<file path="src/hw/ppc_defines.vh">
// Register map, field positions and reset values of the pin configuration
`ifndef PPC_DEFINES_VH
`define PPC_DEFINES_VH

// Register addresses
`define PPC_ADDR_SPD 8'hB0
`define PPC_ADDR_P0A 8'hB1
`define PPC_ADDR_P0B 8'hB2
`define PPC_ADDR_P1A 8'hB3
`define PPC_ADDR_P1B 8'hB4
`define PPC_ADDR_SPT 8'hB5
`define PPC_ADDR_SMA 8'hAC
`define PPC_ADDR_SMB 8'hAD

// Page select values
`define PPC_PAGE_MODE 1'h0
`define PPC_PAGE_TYPE 1'h1

// Reset values
`define PPC_RST_MODE_A 8'hFF
`define PPC_RST_MODE_B 8'h00
`define PPC_RST_TYPE 8'h00
`define PPC_RST_SLEW 8'h00
`define PPC_RST_SPD 1'h1
`define PPC_RST_SMA 1'h1
`define PPC_RST_SMB 1'h0
`define PPC_RST_SPT 1'h0

// Special pin and timer output field positions
`define PPC_SPT_PULLUP 7
`define PPC_SPT_T1OE 3
`define PPC_SPT_TIMER_ZERO_PIN_OUTPUT_ENABLE 2
`define PPC_SPT_ITYPE 0

// Mode codes, first select bit then second
`define PPC_MODE_QUASI 2'h0
`define PPC_MODE_PUSH 2'h1
`define PPC_MODE_INPUT 2'h2
`define PPC_MODE_DRAIN 2'h3

`endif

</file>
<file path="src/hw/ppc_mode_decode.v">
// Per-pin decode of the two mode select bits into driver controls
`timescale 1ns/10ps
`default_nettype none
`include "ppc_defines.vh"

module ppc_mode_decode #(
  parameter WIDTH = 8
) (
  // Mode select bit pairs
  input wire [WIDTH-1:0] sel_a_in,
  input wire [WIDTH-1:0] sel_b_in,
  // Driver controls
  output wire [WIDTH-1:0] strong_high_out,
  output wire [WIDTH-1:0] weak_pullup_out,
  output wire [WIDTH-1:0] drive_low_out
);

  genvar i;
  generate
    for (i = 0; i < WIDTH; i = i + 1)
    begin : g_pin
      wire [1:0] code;
      assign code = {sel_a_in[i], sel_b_in[i]};
      // decode mode pair
      // Input-only is the one code with every driver off
      assign strong_high_out[i] = (code == `PPC_MODE_PUSH);
      assign weak_pullup_out[i] = (code == `PPC_MODE_QUASI);
      assign drive_low_out[i] = (code != `PPC_MODE_INPUT);
    end
  endgenerate

endmodule

`default_nettype wire

</file>
<file path="src/hw/ppc_top.v">
// Pin configuration registers for two byte ports and a single-pin port
//
// Functional notes
// - Mode pair decodes to four driver modes
// - Byte port pins reset to input-only
// - Input type bit: 0 TTL, 1 Schmitt
// - Slew bit: 0 normal, 1 fast
// - Single-pin data upper bits read zero
// - Single pin is GPIO only on internal oscillator
// - Oscillator use ignores pin data writes, pin data reads zero
// - Bit 7 enables special pin pull-up
// - Pull-up bit acts only when option is 0
// - Reset pin keeps pull-up always on
// - Bit 3 routes timer one to pin
// - Bit 2 routes timer zero to pin
// - Single pin has own mode pair
//
// Added by the designer: the address-and-strobe port.
`timescale 1ns/10ps
`default_nettype none
`include "ppc_defines.vh"

module ppc_top #(
  parameter WIDTH = 8
) (
  // Clock and reset
  input wire mclk_in,
  input wire rst_n_in,
  // Register port
  input wire [7:0] reg_addr_in,
  input wire [7:0] reg_wdata_in,
  input wire reg_wr_in,
  input wire reg_rd_in,
  input wire reg_page_in,
  output reg [7:0] reg_rdata_out,
  // System state
  input wire internal_osc_sel_in,
  input wire reset_pin_disable_option_in,
  input wire timer_zero_in,
  input wire timer_one_in,
  // Port zero pin controls
  output reg [WIDTH-1:0] p0_strong_high_out,
  output reg [WIDTH-1:0] p0_weak_pullup_out,
  output reg [WIDTH-1:0] p0_drive_low_out,
  output reg [WIDTH-1:0] p0_schmitt_out,
  output reg [WIDTH-1:0] p0_fast_slew_out,
  // Port one pin controls
  output reg [WIDTH-1:0] p1_strong_high_out,
  output reg [WIDTH-1:0] p1_weak_pullup_out,
  output reg [WIDTH-1:0] p1_drive_low_out,
  output reg [WIDTH-1:0] p1_schmitt_out,
  output reg [WIDTH-1:0] p1_fast_slew_out,
  // Single pin controls
  output reg sp_data_out,
  output reg sp_gpio_en_out,
  output reg sp_strong_high_out,
  output reg sp_weak_pullup_out,
  output reg sp_drive_low_out,
  output reg sp_schmitt_out,
  output reg sp_fast_slew_out,
  // Special pin and timer pins
  output reg special_pin_pullup_out,
  output reg special_pin_schmitt_out,
  output reg timer_zero_pin_en_out,
  output reg timer_zero_pin_out,
  output reg timer_one_pin_en_out,
  output reg timer_one_pin_out
);

  // Stored configuration
  reg [WIDTH-1:0] p0_mode_a_reg;
  reg [WIDTH-1:0] p0_mode_b_reg;
  reg [WIDTH-1:0] p0_itype_reg;
  reg [WIDTH-1:0] p0_slew_reg;
  reg [WIDTH-1:0] p1_mode_a_reg;
  reg [WIDTH-1:0] p1_mode_b_reg;
  reg [WIDTH-1:0] p1_itype_reg;
  reg [WIDTH-1:0] p1_slew_reg;
  reg sp_data_reg;
  reg sp_mode_a_reg;
  reg sp_mode_b_reg;
  reg sp_itype_reg;
  reg sp_slew_reg;
  reg pullup_en_reg;
  reg t1_oe_reg;
  reg t0_oe_reg;
  reg special_itype_reg;
  reg [7:0] rdata_next;

  // Decoded driver controls
  wire [WIDTH-1:0] p0_sh;
  wire [WIDTH-1:0] p0_wp;
  wire [WIDTH-1:0] p0_dl;
  wire [WIDTH-1:0] p1_sh;
  wire [WIDTH-1:0] p1_wp;
  wire [WIDTH-1:0] p1_dl;
  wire [0:0] sp_sh;
  wire [0:0] sp_wp;
  wire [0:0] sp_dl;

  // Address and page qualifiers
  wire pg_mode;
  wire pg_type;
  wire wr_spd;
  wire wr_spt;
  wire wr_p0a;
  wire wr_p0b;
  wire wr_p1a;
  wire wr_p1b;
  wire wr_sma;
  wire wr_smb;

  assign pg_mode = (reg_page_in == `PPC_PAGE_MODE);
  assign pg_type = (reg_page_in == `PPC_PAGE_TYPE);
  assign wr_spd = reg_wr_in && (reg_addr_in == `PPC_ADDR_SPD);
  assign wr_spt = reg_wr_in && (reg_addr_in == `PPC_ADDR_SPT);
  assign wr_p0a = reg_wr_in && (reg_addr_in == `PPC_ADDR_P0A);
  assign wr_p0b = reg_wr_in && (reg_addr_in == `PPC_ADDR_P0B);
  assign wr_p1a = reg_wr_in && (reg_addr_in == `PPC_ADDR_P1A);
  assign wr_p1b = reg_wr_in && (reg_addr_in == `PPC_ADDR_P1B);
  assign wr_sma = reg_wr_in && (reg_addr_in == `PPC_ADDR_SMA);
  assign wr_smb = reg_wr_in && (reg_addr_in == `PPC_ADDR_SMB);

  // Byte port configuration registers
  always @(posedge mclk_in)
  begin
    if (!rst_n_in)
    begin
      p0_mode_a_reg <= `PPC_RST_MODE_A;
      p0_mode_b_reg <= `PPC_RST_MODE_B;
      p1_mode_a_reg <= `PPC_RST_MODE_A;
      p1_mode_b_reg <= `PPC_RST_MODE_B;
      p0_itype_reg <= `PPC_RST_TYPE;
      p0_slew_reg <= `PPC_RST_SLEW;
      p1_itype_reg <= `PPC_RST_TYPE;
      p1_slew_reg <= `PPC_RST_SLEW;
    end
    else
    begin
      if (wr_p0a && pg_mode)
        p0_mode_a_reg <= reg_wdata_in[WIDTH-1:0];
      if (wr_p0a && pg_type)
        p0_itype_reg <= reg_wdata_in[WIDTH-1:0];
      if (wr_p0b && pg_mode)
        p0_mode_b_reg <= reg_wdata_in[WIDTH-1:0];
      if (wr_p0b && pg_type)
        p0_slew_reg <= reg_wdata_in[WIDTH-1:0];
      if (wr_p1a && pg_mode)
        p1_mode_a_reg <= reg_wdata_in[WIDTH-1:0];
      if (wr_p1a && pg_type)
        p1_itype_reg <= reg_wdata_in[WIDTH-1:0];
      if (wr_p1b && pg_mode)
        p1_mode_b_reg <= reg_wdata_in[WIDTH-1:0];
      if (wr_p1b && pg_type)
        p1_slew_reg <= reg_wdata_in[WIDTH-1:0];
    end
  end

  // Single pin and special pin registers
  always @(posedge mclk_in)
  begin
    if (!rst_n_in)
    begin
      sp_data_reg <= `PPC_RST_SPD;
      sp_mode_a_reg <= `PPC_RST_SMA;
      sp_mode_b_reg <= `PPC_RST_SMB;
      sp_itype_reg <= `PPC_RST_SPT;
      sp_slew_reg <= `PPC_RST_SPT;
      pullup_en_reg <= `PPC_RST_SPT;
      t1_oe_reg <= `PPC_RST_SPT;
      t0_oe_reg <= `PPC_RST_SPT;
      special_itype_reg <= `PPC_RST_SPT;
    end
    else
    begin
      if (wr_spd && internal_osc_sel_in)
        sp_data_reg <= reg_wdata_in[0];
      if (wr_sma && pg_mode)
        sp_mode_a_reg <= reg_wdata_in[0];
      if (wr_sma && pg_type)
        sp_itype_reg <= reg_wdata_in[0];
      if (wr_smb && pg_mode)
        sp_mode_b_reg <= reg_wdata_in[0];
      if (wr_smb && pg_type)
        sp_slew_reg <= reg_wdata_in[0];
      // Special register has no page; both pages reach it
      if (wr_spt)
      begin
        pullup_en_reg <= reg_wdata_in[`PPC_SPT_PULLUP];
        t1_oe_reg <= reg_wdata_in[`PPC_SPT_T1OE];
        t0_oe_reg <= reg_wdata_in[`PPC_SPT_TIMER_ZERO_PIN_OUTPUT_ENABLE];
        special_itype_reg <= reg_wdata_in[`PPC_SPT_ITYPE];
      end
    end
  end

  // Read multiplexer; unmapped addresses and idle cycles give zero
  always @*
  begin
    rdata_next = 8'h00;
    if (reg_rd_in)
    begin
      case (reg_addr_in)
        `PPC_ADDR_SPD:
          rdata_next = {7'h00, sp_data_reg & internal_osc_sel_in};
        `PPC_ADDR_P0A:
          rdata_next = pg_type ? p0_itype_reg : p0_mode_a_reg;
        `PPC_ADDR_P0B:
          rdata_next = pg_type ? p0_slew_reg : p0_mode_b_reg;
        `PPC_ADDR_P1A:
          rdata_next = pg_type ? p1_itype_reg : p1_mode_a_reg;
        `PPC_ADDR_P1B:
          rdata_next = pg_type ? p1_slew_reg : p1_mode_b_reg;
        `PPC_ADDR_SMA:
          rdata_next = {7'h00, pg_type ? sp_itype_reg : sp_mode_a_reg};
        `PPC_ADDR_SMB:
          rdata_next = {7'h00, pg_type ? sp_slew_reg : sp_mode_b_reg};
        `PPC_ADDR_SPT:
        begin
          rdata_next[`PPC_SPT_PULLUP] = pullup_en_reg;
          rdata_next[`PPC_SPT_T1OE] = t1_oe_reg;
          rdata_next[`PPC_SPT_TIMER_ZERO_PIN_OUTPUT_ENABLE] = t0_oe_reg;
          rdata_next[`PPC_SPT_ITYPE] = special_itype_reg;
        end
        default:
          rdata_next = 8'h00;
      endcase
    end
  end

  // Read data stands for exactly the cycle after the strobe
  always @(posedge mclk_in)
  begin
    if (!rst_n_in)
      reg_rdata_out <= 8'h00;
    else
      reg_rdata_out <= rdata_next;
  end

  // Mode decoders, one per port
  ppc_mode_decode #(
    .WIDTH(WIDTH)
  ) u_p0_dec (
    .sel_a_in(p0_mode_a_reg),
    .sel_b_in(p0_mode_b_reg),
    .strong_high_out(p0_sh),
    .weak_pullup_out(p0_wp),
    .drive_low_out(p0_dl)
  );

  ppc_mode_decode #(
    .WIDTH(WIDTH)
  ) u_p1_dec (
    .sel_a_in(p1_mode_a_reg),
    .sel_b_in(p1_mode_b_reg),
    .strong_high_out(p1_sh),
    .weak_pullup_out(p1_wp),
    .drive_low_out(p1_dl)
  );

  ppc_mode_decode #(
    .WIDTH(1)
  ) u_sp_dec (
    .sel_a_in(sp_mode_a_reg),
    .sel_b_in(sp_mode_b_reg),
    .strong_high_out(sp_sh),
    .weak_pullup_out(sp_wp),
    .drive_low_out(sp_dl)
  );

  // Byte port pad controls, retimed so pads see glitch-free levels
  always @(posedge mclk_in)
  begin
    if (!rst_n_in)
    begin
      p0_strong_high_out <= {WIDTH{1'b0}};
      p0_weak_pullup_out <= {WIDTH{1'b0}};
      p0_drive_low_out <= {WIDTH{1'b0}};
      p0_schmitt_out <= {WIDTH{1'b0}};
      p0_fast_slew_out <= {WIDTH{1'b0}};
      p1_strong_high_out <= {WIDTH{1'b0}};
      p1_weak_pullup_out <= {WIDTH{1'b0}};
      p1_drive_low_out <= {WIDTH{1'b0}};
      p1_schmitt_out <= {WIDTH{1'b0}};
      p1_fast_slew_out <= {WIDTH{1'b0}};
    end
    else
    begin
      p0_strong_high_out <= p0_sh;
      p0_weak_pullup_out <= p0_wp;
      p0_drive_low_out <= p0_dl;
      p1_strong_high_out <= p1_sh;
      p1_weak_pullup_out <= p1_wp;
      p1_drive_low_out <= p1_dl;
      p0_schmitt_out <= p0_itype_reg;
      p1_schmitt_out <= p1_itype_reg;
      p0_fast_slew_out <= p0_slew_reg;
      p1_fast_slew_out <= p1_slew_reg;
    end
  end

  // Single pin pad controls
  always @(posedge mclk_in)
  begin
    if (!rst_n_in)
    begin
      sp_data_out <= 1'b0;
      sp_gpio_en_out <= 1'b0;
      sp_strong_high_out <= 1'b0;
      sp_weak_pullup_out <= 1'b0;
      sp_drive_low_out <= 1'b0;
      sp_schmitt_out <= 1'b0;
      sp_fast_slew_out <= 1'b0;
    end
    else
    begin
      // GPIO only on internal clock
      // Drivers are gated off so the oscillator input is never loaded
      sp_gpio_en_out <= internal_osc_sel_in;
      sp_data_out <= sp_data_reg & internal_osc_sel_in;
      sp_strong_high_out <= sp_sh[0] & internal_osc_sel_in;
      sp_weak_pullup_out <= sp_wp[0] & internal_osc_sel_in;
      sp_drive_low_out <= sp_dl[0] & internal_osc_sel_in;
      sp_schmitt_out <= sp_itype_reg;
      sp_fast_slew_out <= sp_slew_reg;
    end
  end

  // Special pin and timer routing
  always @(posedge mclk_in)
  begin
    if (!rst_n_in)
    begin
      special_pin_pullup_out <= 1'b1;
      special_pin_schmitt_out <= 1'b0;
      timer_zero_pin_en_out <= 1'b0;
      timer_zero_pin_out <= 1'b0;
      timer_one_pin_en_out <= 1'b0;
      timer_one_pin_out <= 1'b0;
    end
    else
    begin
      if (reset_pin_disable_option_in == 1'b0)
        special_pin_pullup_out <= pullup_en_reg;
      else
        special_pin_pullup_out <= 1'b1;
      special_pin_schmitt_out <= special_itype_reg;
      timer_zero_pin_en_out <= t0_oe_reg;
      timer_zero_pin_out <= t0_oe_reg & timer_zero_in;
      timer_one_pin_en_out <= t1_oe_reg;
      timer_one_pin_out <= t1_oe_reg & timer_one_in;
    end
  end

endmodule

`default_nettype wire

</file>
<file path="config.mk">
export PLATFORM = sky130hd
export DESIGN_NAME = ppc_top
export DESIGN_NICKNAME = d
export VERILOG_FILES = /design/src/hw/ppc_mode_decode.v /design/src/hw/ppc_top.v
export VERILOG_INCLUDE_DIRS = /design/src /design/src/hw
export SDC_FILE = /design/constraint.sdc
export NUM_CORES = 1
export LEC_CHECK = 0
export ABC_AREA = 1
export BUFFER_PORTS_ARGS = -buffer_cell sky130_fd_sc_hd__buf_2
export CORE_ASPECT_RATIO = 1.4
export CORE_MARGIN = 1
export CORE_UTILIZATION = 40
export DETAILED_ROUTE_END_ITERATION = 12
export PLACE_DENSITY_LB_ADDON = 0.25
export SYNTH_ARGS = -nofsm -noshare
export SYNTH_HDL_FRONTEND = slang
export SYNTH_SLANG_ARGS = --single-unit
</file>
<file path="constraint.sdc">
create_clock -name mclk_in -period 1.8 [get_ports mclk_in]
set_clock_uncertainty 0.05 [all_clocks]
set_input_delay 0.27 -clock mclk_in [delete_from_list [all_inputs] [get_ports mclk_in]]
set_output_delay 0.27 -clock mclk_in [all_outputs]
set_load 0.01 [all_outputs]
</file>
# ---- After elaboration in Yosys (flattened, before gate mapping)
# Index checks and enable logic that the tools add are counted.
dict set report op_classes {
  n_eq_ne 42
  mux 11
  bitwise 8
  reduce_logical 40
}
# op count
set op_table {}
lappend op_table {{8-bit == test (second input constant)} 8}
lappend op_table {{2-bit by 1-bit == test with 1-bit output (second input constant)} 17}
lappend op_table {{2-bit zero test} 17}
lappend op_table {{2-bit inequality test (second input constant)} 17}
lappend op_table {{8-bit two-way mux} 4}
lappend op_table {{1-bit logical AND} 21}
lappend op_table {{3-bit one-hot mux with 4 select lines} 1}
lappend op_table {{2-bit one-hot mux with 5 select lines} 1}
lappend op_table {{1-bit one-hot mux with 8 select lines} 1}
lappend op_table {{1-bit AND} 6}
lappend op_table {{1-bit one-hot mux with 5 select lines} 1}
lappend op_table {{1-bit one-hot mux with 4 select lines} 1}
lappend op_table {{1-bit two-way mux} 2}
lappend op_table {{1-bit NOT} 2}
lappend op_table {{2-bit AND reduction} 1}
lappend op_table {{2-bit OR reduction} 1}
dict set report word_totals {
  reg_bits 174
  in_bits 25
  out_inout_bits 101
  wordCells 142
}

# ---- Depth between registers and ports, before layout
dict set report depth {
  depth_word 3
  depth_mapped 10
  depth_no_buf 9
}

# ---- Cells and area by module
# Synthesis repeated with hierarchy kept, for this count alone.
dict set report hier_totals {
  cells_unflattened 931
  hier_area_um2 6789.0
}
# mod instances cells_per_inst area_each_um2 seq_area_each_um2
set modules_own_cells {}
lappend modules_own_cells {ppc_top 1 863 6491.2 3483.3}
lappend modules_own_cells {{ppc_mode_decode at u_p0_dec ...} 2 32 140.1 0.0}
lappend modules_own_cells {{ppc_mode_decode at u_sp_dec} 1 4 17.5 0.0}

# ---- Worst setup path after synthesis
# Ideal clock, no wire load.
dict set report synth_timing {
  kind {input to register}
  start {input port reg_addr_in[6]}
  end {register p1_mode_a_reg[5]}
  setup_ns 0.130
  t_arrival_ns 1.215
  required_ns 1.620
  slack_ns 0.405
  path_stages 9
  path_buffers 1
  cell_sequence {inv_1 nand2_1 nor2_4 buf_6 nand2_4 nor3_4 inv_2 nand2_1 nand3_1}
}
dict set report synth_between {
  elab_chain_cells 3
}
# item line
set synth_lines {}
lappend synth_lines {{start: declaration} ppc_top.v:30} ;# input wire [7:0] reg_addr_in,
lappend synth_lines {{8-bit == test} -}
lappend synth_lines {{1-bit logical AND} ppc_top.v:119} ;# assign wr_p1a = reg_wr_in && (reg_addr_in == `PPC_ADDR_P1A);
lappend synth_lines {{1-bit logical AND} ppc_top.v:148} ;# if (wr_p1a && pg_mode)
lappend synth_lines {{end signal: assignment} ppc_top.v:131} ;# p1_mode_a_reg <= `PPC_RST_MODE_A;
lappend synth_lines {{end signal: assignment} ppc_top.v:149} ;# p1_mode_a_reg <= reg_wdata_in[WIDTH-1:0];
lappend synth_lines {{end: declaration} ppc_top.v:75} ;# reg [WIDTH-1:0] p1_mode_a_reg;
# No other way between the ends.
# A chain may end at the register's enable or synchronous reset.

# ---- Worst setup path in the final report
dict set report layout_timing {
  start {input port reg_addr_in[2]}
  end {register p0_mode_a_reg[7]}
}
dict set report layout_between {
  elab_chain_cells 3
}
# item line
set layout_lines {}
lappend layout_lines {{8-bit == test} -}
lappend layout_lines {{1-bit logical AND} ppc_top.v:117} ;# assign wr_p0a = reg_wr_in && (reg_addr_in == `PPC_ADDR_P0A);
lappend layout_lines {{1-bit logical AND} ppc_top.v:140} ;# if (wr_p0a && pg_mode)
lappend layout_lines {{end signal: assignment} ppc_top.v:129} ;# p0_mode_a_reg <= `PPC_RST_MODE_A;
lappend layout_lines {{end signal: assignment} ppc_top.v:141} ;# p0_mode_a_reg <= reg_wdata_in[WIDTH-1:0];
lappend layout_lines {{end: declaration} ppc_top.v:71} ;# reg [WIDTH-1:0] p0_mode_a_reg;
# No other way between the ends.

==> Implementation_results.wiki <==
{| class="wikitable"
! Metric !! Value
|-
| Outcome || finished clean
|-
| Static leakage || 3.77 nW
|-
| Number of pins with negative max-slew slack in the final report || 0
|-
| Share of cells above drive strength 1 || 20.9%
|-
| Total track usage || about a fifth
|-
| Register bit count reported by yosys || 174
|-
| Data arrival, critical path || 1.56 ns
|-
| Violation count after the first detailed-route iteration || 269
|-
| Remaining max-slew budget at the tightest pin || between 70% and 80%
|-
| Half-perimeter wire length after detailed placement || 11400 um
|-
| Synth warnings || 0
|-
| Total vias in the final route || 5433
|-
| Worst Path Class, Setup || in -> reg
|-
| Critical Path End Type || flip-flop
|-
| Mean instance size in the synthesized netlist || around 7.8 sq um
|-
| Number of max-cap violations || 0
|-
| Effective utilization at floorplan || 41.4%
|-
| Crit path setup slack, layout || 0.554 ns
|-
| Buffers from clock root to sink, at most || 2
|-
| Clock-pin transition on the worst setup and hold timing paths || 0.07 ns
|-
| Kind of path behind the tightest hold check || in -> reg
|-
| CTS Buf Count || 17
|-
| Count of buffer and inverter cells on the critical path || 3
|-
| Number of H-tree levels || 4
|-
| Chip Width || ~110 um
|-
| Source-to-sink clock delay at the later pin of the worst-skew pair || between 0.4 and 0.5 ns
|-
| Post-synthesis cell type count || 24
|-
| Core occupancy in the finished layout || 51.6%
|-
| Dominant register cell in the synthesized netlist || dfxtp_1
|-
| Cell chain of the critical path || buf_2 > inv_2 > nand2_2 > nor2_1 > nand2_1 > nor2_4 > nand2_2 > inv_2 > nand2_1 > nand3_1
|-
| Average via count per standard cell || 4.77
|-
| Antenna violations before repair || 0
|-
| Cell count after synthesis || 810
|-
| Slew @ Worst Pin || about 0.45 ns
|-
| Number of clock sinks || between 150 and 200
|-
| Required time at the endpoint of the critical path || 2.11 ns
|-
| P_sw || around 1.7 mW
|-
| Max Fclk || about 800 MHz
|-
| Clock period minus final worst setup slack || 1.25 ns
|-
| Antenna-violating nets left || 0
|-
| Final setup fails || 0
|-
| Number of cells in the finished layout apart from fillers || about 1100
|-
| Area contributors post-synth || dfxtp_1 (55%), nand2_1 (12%), nand3_1 (6.5%)
|-
| Unrepaired setup endpoints after global routing || no
|-
| Area growth, synth to finish || 24.7%
|-
| Syn Std Cell Area || 6280 sq um
|-
| Worst setup timing slack at the placement stage || roughly 0.12 ns
|-
| Post-layout power || between 8 and 9 mW
|-
| Buffers on Ports || 125
|-
| Areal power density over the cells || 1040 nW/um^2
|-
| Post-synth net total || 835
|-
| Post-synth EDFFs || 0
|-
| Resized cells post-CTS || 0
|-
| Die Ht || 150 um
|-
| Global placer's final weighted congestion || around 0.8
|-
| Cell-internal power || 6.47 mW
|-
| Maximum number of pins on one net before global-route repair || 58
|-
| Fraction of power consumed by the clock network || approximately half
|-
| Switching share of total power || 20.6%
|-
| Final worst-path cycle share || 69.2%
|-
| Congestion Overflow GR || 0
|-
| Slowest cell on the critical path || nor2_1
|-
| Total iterations of the first detailed-routing run || 4
|-
| Startpoint class of the critical path || input pin
|-
| Proportion of power drawn by combinational gates || 3.4%
|-
| Vias in the first global route || 5110
|-
| Fin Setup TNS || 0 ns
|-
| Net total in the final layout || 959
|-
| Kind of cell adding the most delay to the critical path || simple AND/OR/NAND/NOR gates
|-
| Number of placed instances, taps included || 1105
|-
| Root cell of the clock tree || clkbuf_16
|-
| Most numerous cell types in the synthesized netlist || nand2_1 (202), dfxtp_1 (174), nand3_1 (82)
|-
| Part of the Yosys area used for sequential elements || 55.4%
|-
| Core ar. || ~15000 sq um
|-
| Largest vdd supply drop || 0.526 mV
|-
| I/O pin cnt || 126
|-
| Routed wire length || 16200 um
|-
| Total Die Area || 16200 sq um
|-
| Delay of the slowest critical-path stage || approximately 0.2 ns
|-
| Total count of hold-check failures in the final report || 0
|-
| Maximum fanout along the worst path || 9
|-
| Part of the power in registers || a little under half
|-
| Post-DR wirelength/cell || 14.2 um
|-
| Post-route cell area || 7840 sq um
|-
| Cell with the most instances after synthesis || nand2_1
|-
| Async set or reset register ratio after synthesis || 0%
|-
| Post-route worst hold slack || 0.0149 ns
|-
| Post-detailed-route DRC marker count || 0
|-
| Global-route wire length before repair || between 20000 and 30000 um
|-
| Worst-case register-to-register setup slack || 0.57 ns
|-
| Number of inserted diodes || 0
|-
| Area post-placement || approximately 7200 sq um
|-
| CTS tree || yes
|-
| Row Count || 53
|-
| Leading area contributor after synthesis || dfxtp_1
|-
| Share of the synthesized area in the top cell type || between 50 and 60%
|}
[cell usage in the layout, fill, tap and decap left out]
cell	count
nor3_4	2
nand2_1	202
clkbuf_1	3
buf_2	125
or2_2	1
nand2_2	4
clkbuf_8	2
dfxtp_1	174
nand3_1	82
buf_4	16
nor3_1	6
a21oi_1	67
o21a_1	6
nand3_2	1
buf_12	4
inv_1	80
nor2_4	6
nor2_1	74
inv_2	9
nand2_4	1
clkbuf_16	17
nand4_1	4
nor2_2	1
bufinv_16	5
and2_1	2
clkinvlp_4	1
o21ai_0	46
clkinv_4	3
dlygate4sd3_1	2
[worst min-delay path: cells and delay by family]
family / cells / cell delay, ns
buffers and inverters: 2 / 0.14
AND/OR/NAND/NOR: 1 / 0.03
[path summary, 6_finish.rpt]
path                                  from                             to  cells after the start
min                           timer_one_in   timer_one_pin_out$_SDFF_PN0_                      3
min reg2reg     sp_mode_b_reg$_SDFFE_PN0P_  sp_weak_pullup_out$_SDFF_PN0_                      1
max reg2reg  p1_mode_a_reg[3]$_SDFFE_PN1P_    reg_rdata_out[3]$_SDFF_PN0_                      6
max                         reg_addr_in[2]  p0_mode_a_reg[7]$_SDFFE_PN1P_                     10
[layer usage]
layer / part of all wire (%) / GRT usage, % / up-vias
met2: 51 / 36.4 / 147
met4: 2.0 / 8.49 / 0
met5: 0 / 0 / -
li1: - / - / 2791
met3: 4.2 / 3.16 / 17
met1: 43 / 24.7 / 2478
[power groups by stage]
stage	registers [mW]	logic (mW)	clock network [mW]
6_report	3.86	0.279	4.01
5_1_grt	3.86	0.307	4.20
4_1_cts	3.86	0.279	4.07
3_5_place_dp	3.94	0.274	0
3_3_place_gp	3.94	0.275	0
2_1_floorplan	3.95	0.162	0
[cell type report]
class                   instances  area [sq um]
flip-flops and latches        174          3480
multi-input cells             505          2280
inverters                      89           334
clock buffers                  22           464
well taps                     192           240
clock inverters                 9           184
repair buffers                147           846
fillers                      1490          7350
[what timing repair did]
item	4_1_cts	5_1_grt
buffers inserted	0	0
hold buffers	2	0
endpoints found under the hold margin	2	0
[kinds of logic (layout without fill, tap and decap cells)]
logic type,count (synthesis),in the layout,share of synthesized area [%]
and+or+nand+nor,386,386,26.6
DFF,174,174,55.4
buffers and inverters,131,267,8.24
AOI/OAI and AO/OA,119,119,9.72
(Power assumes the default switching activity.)
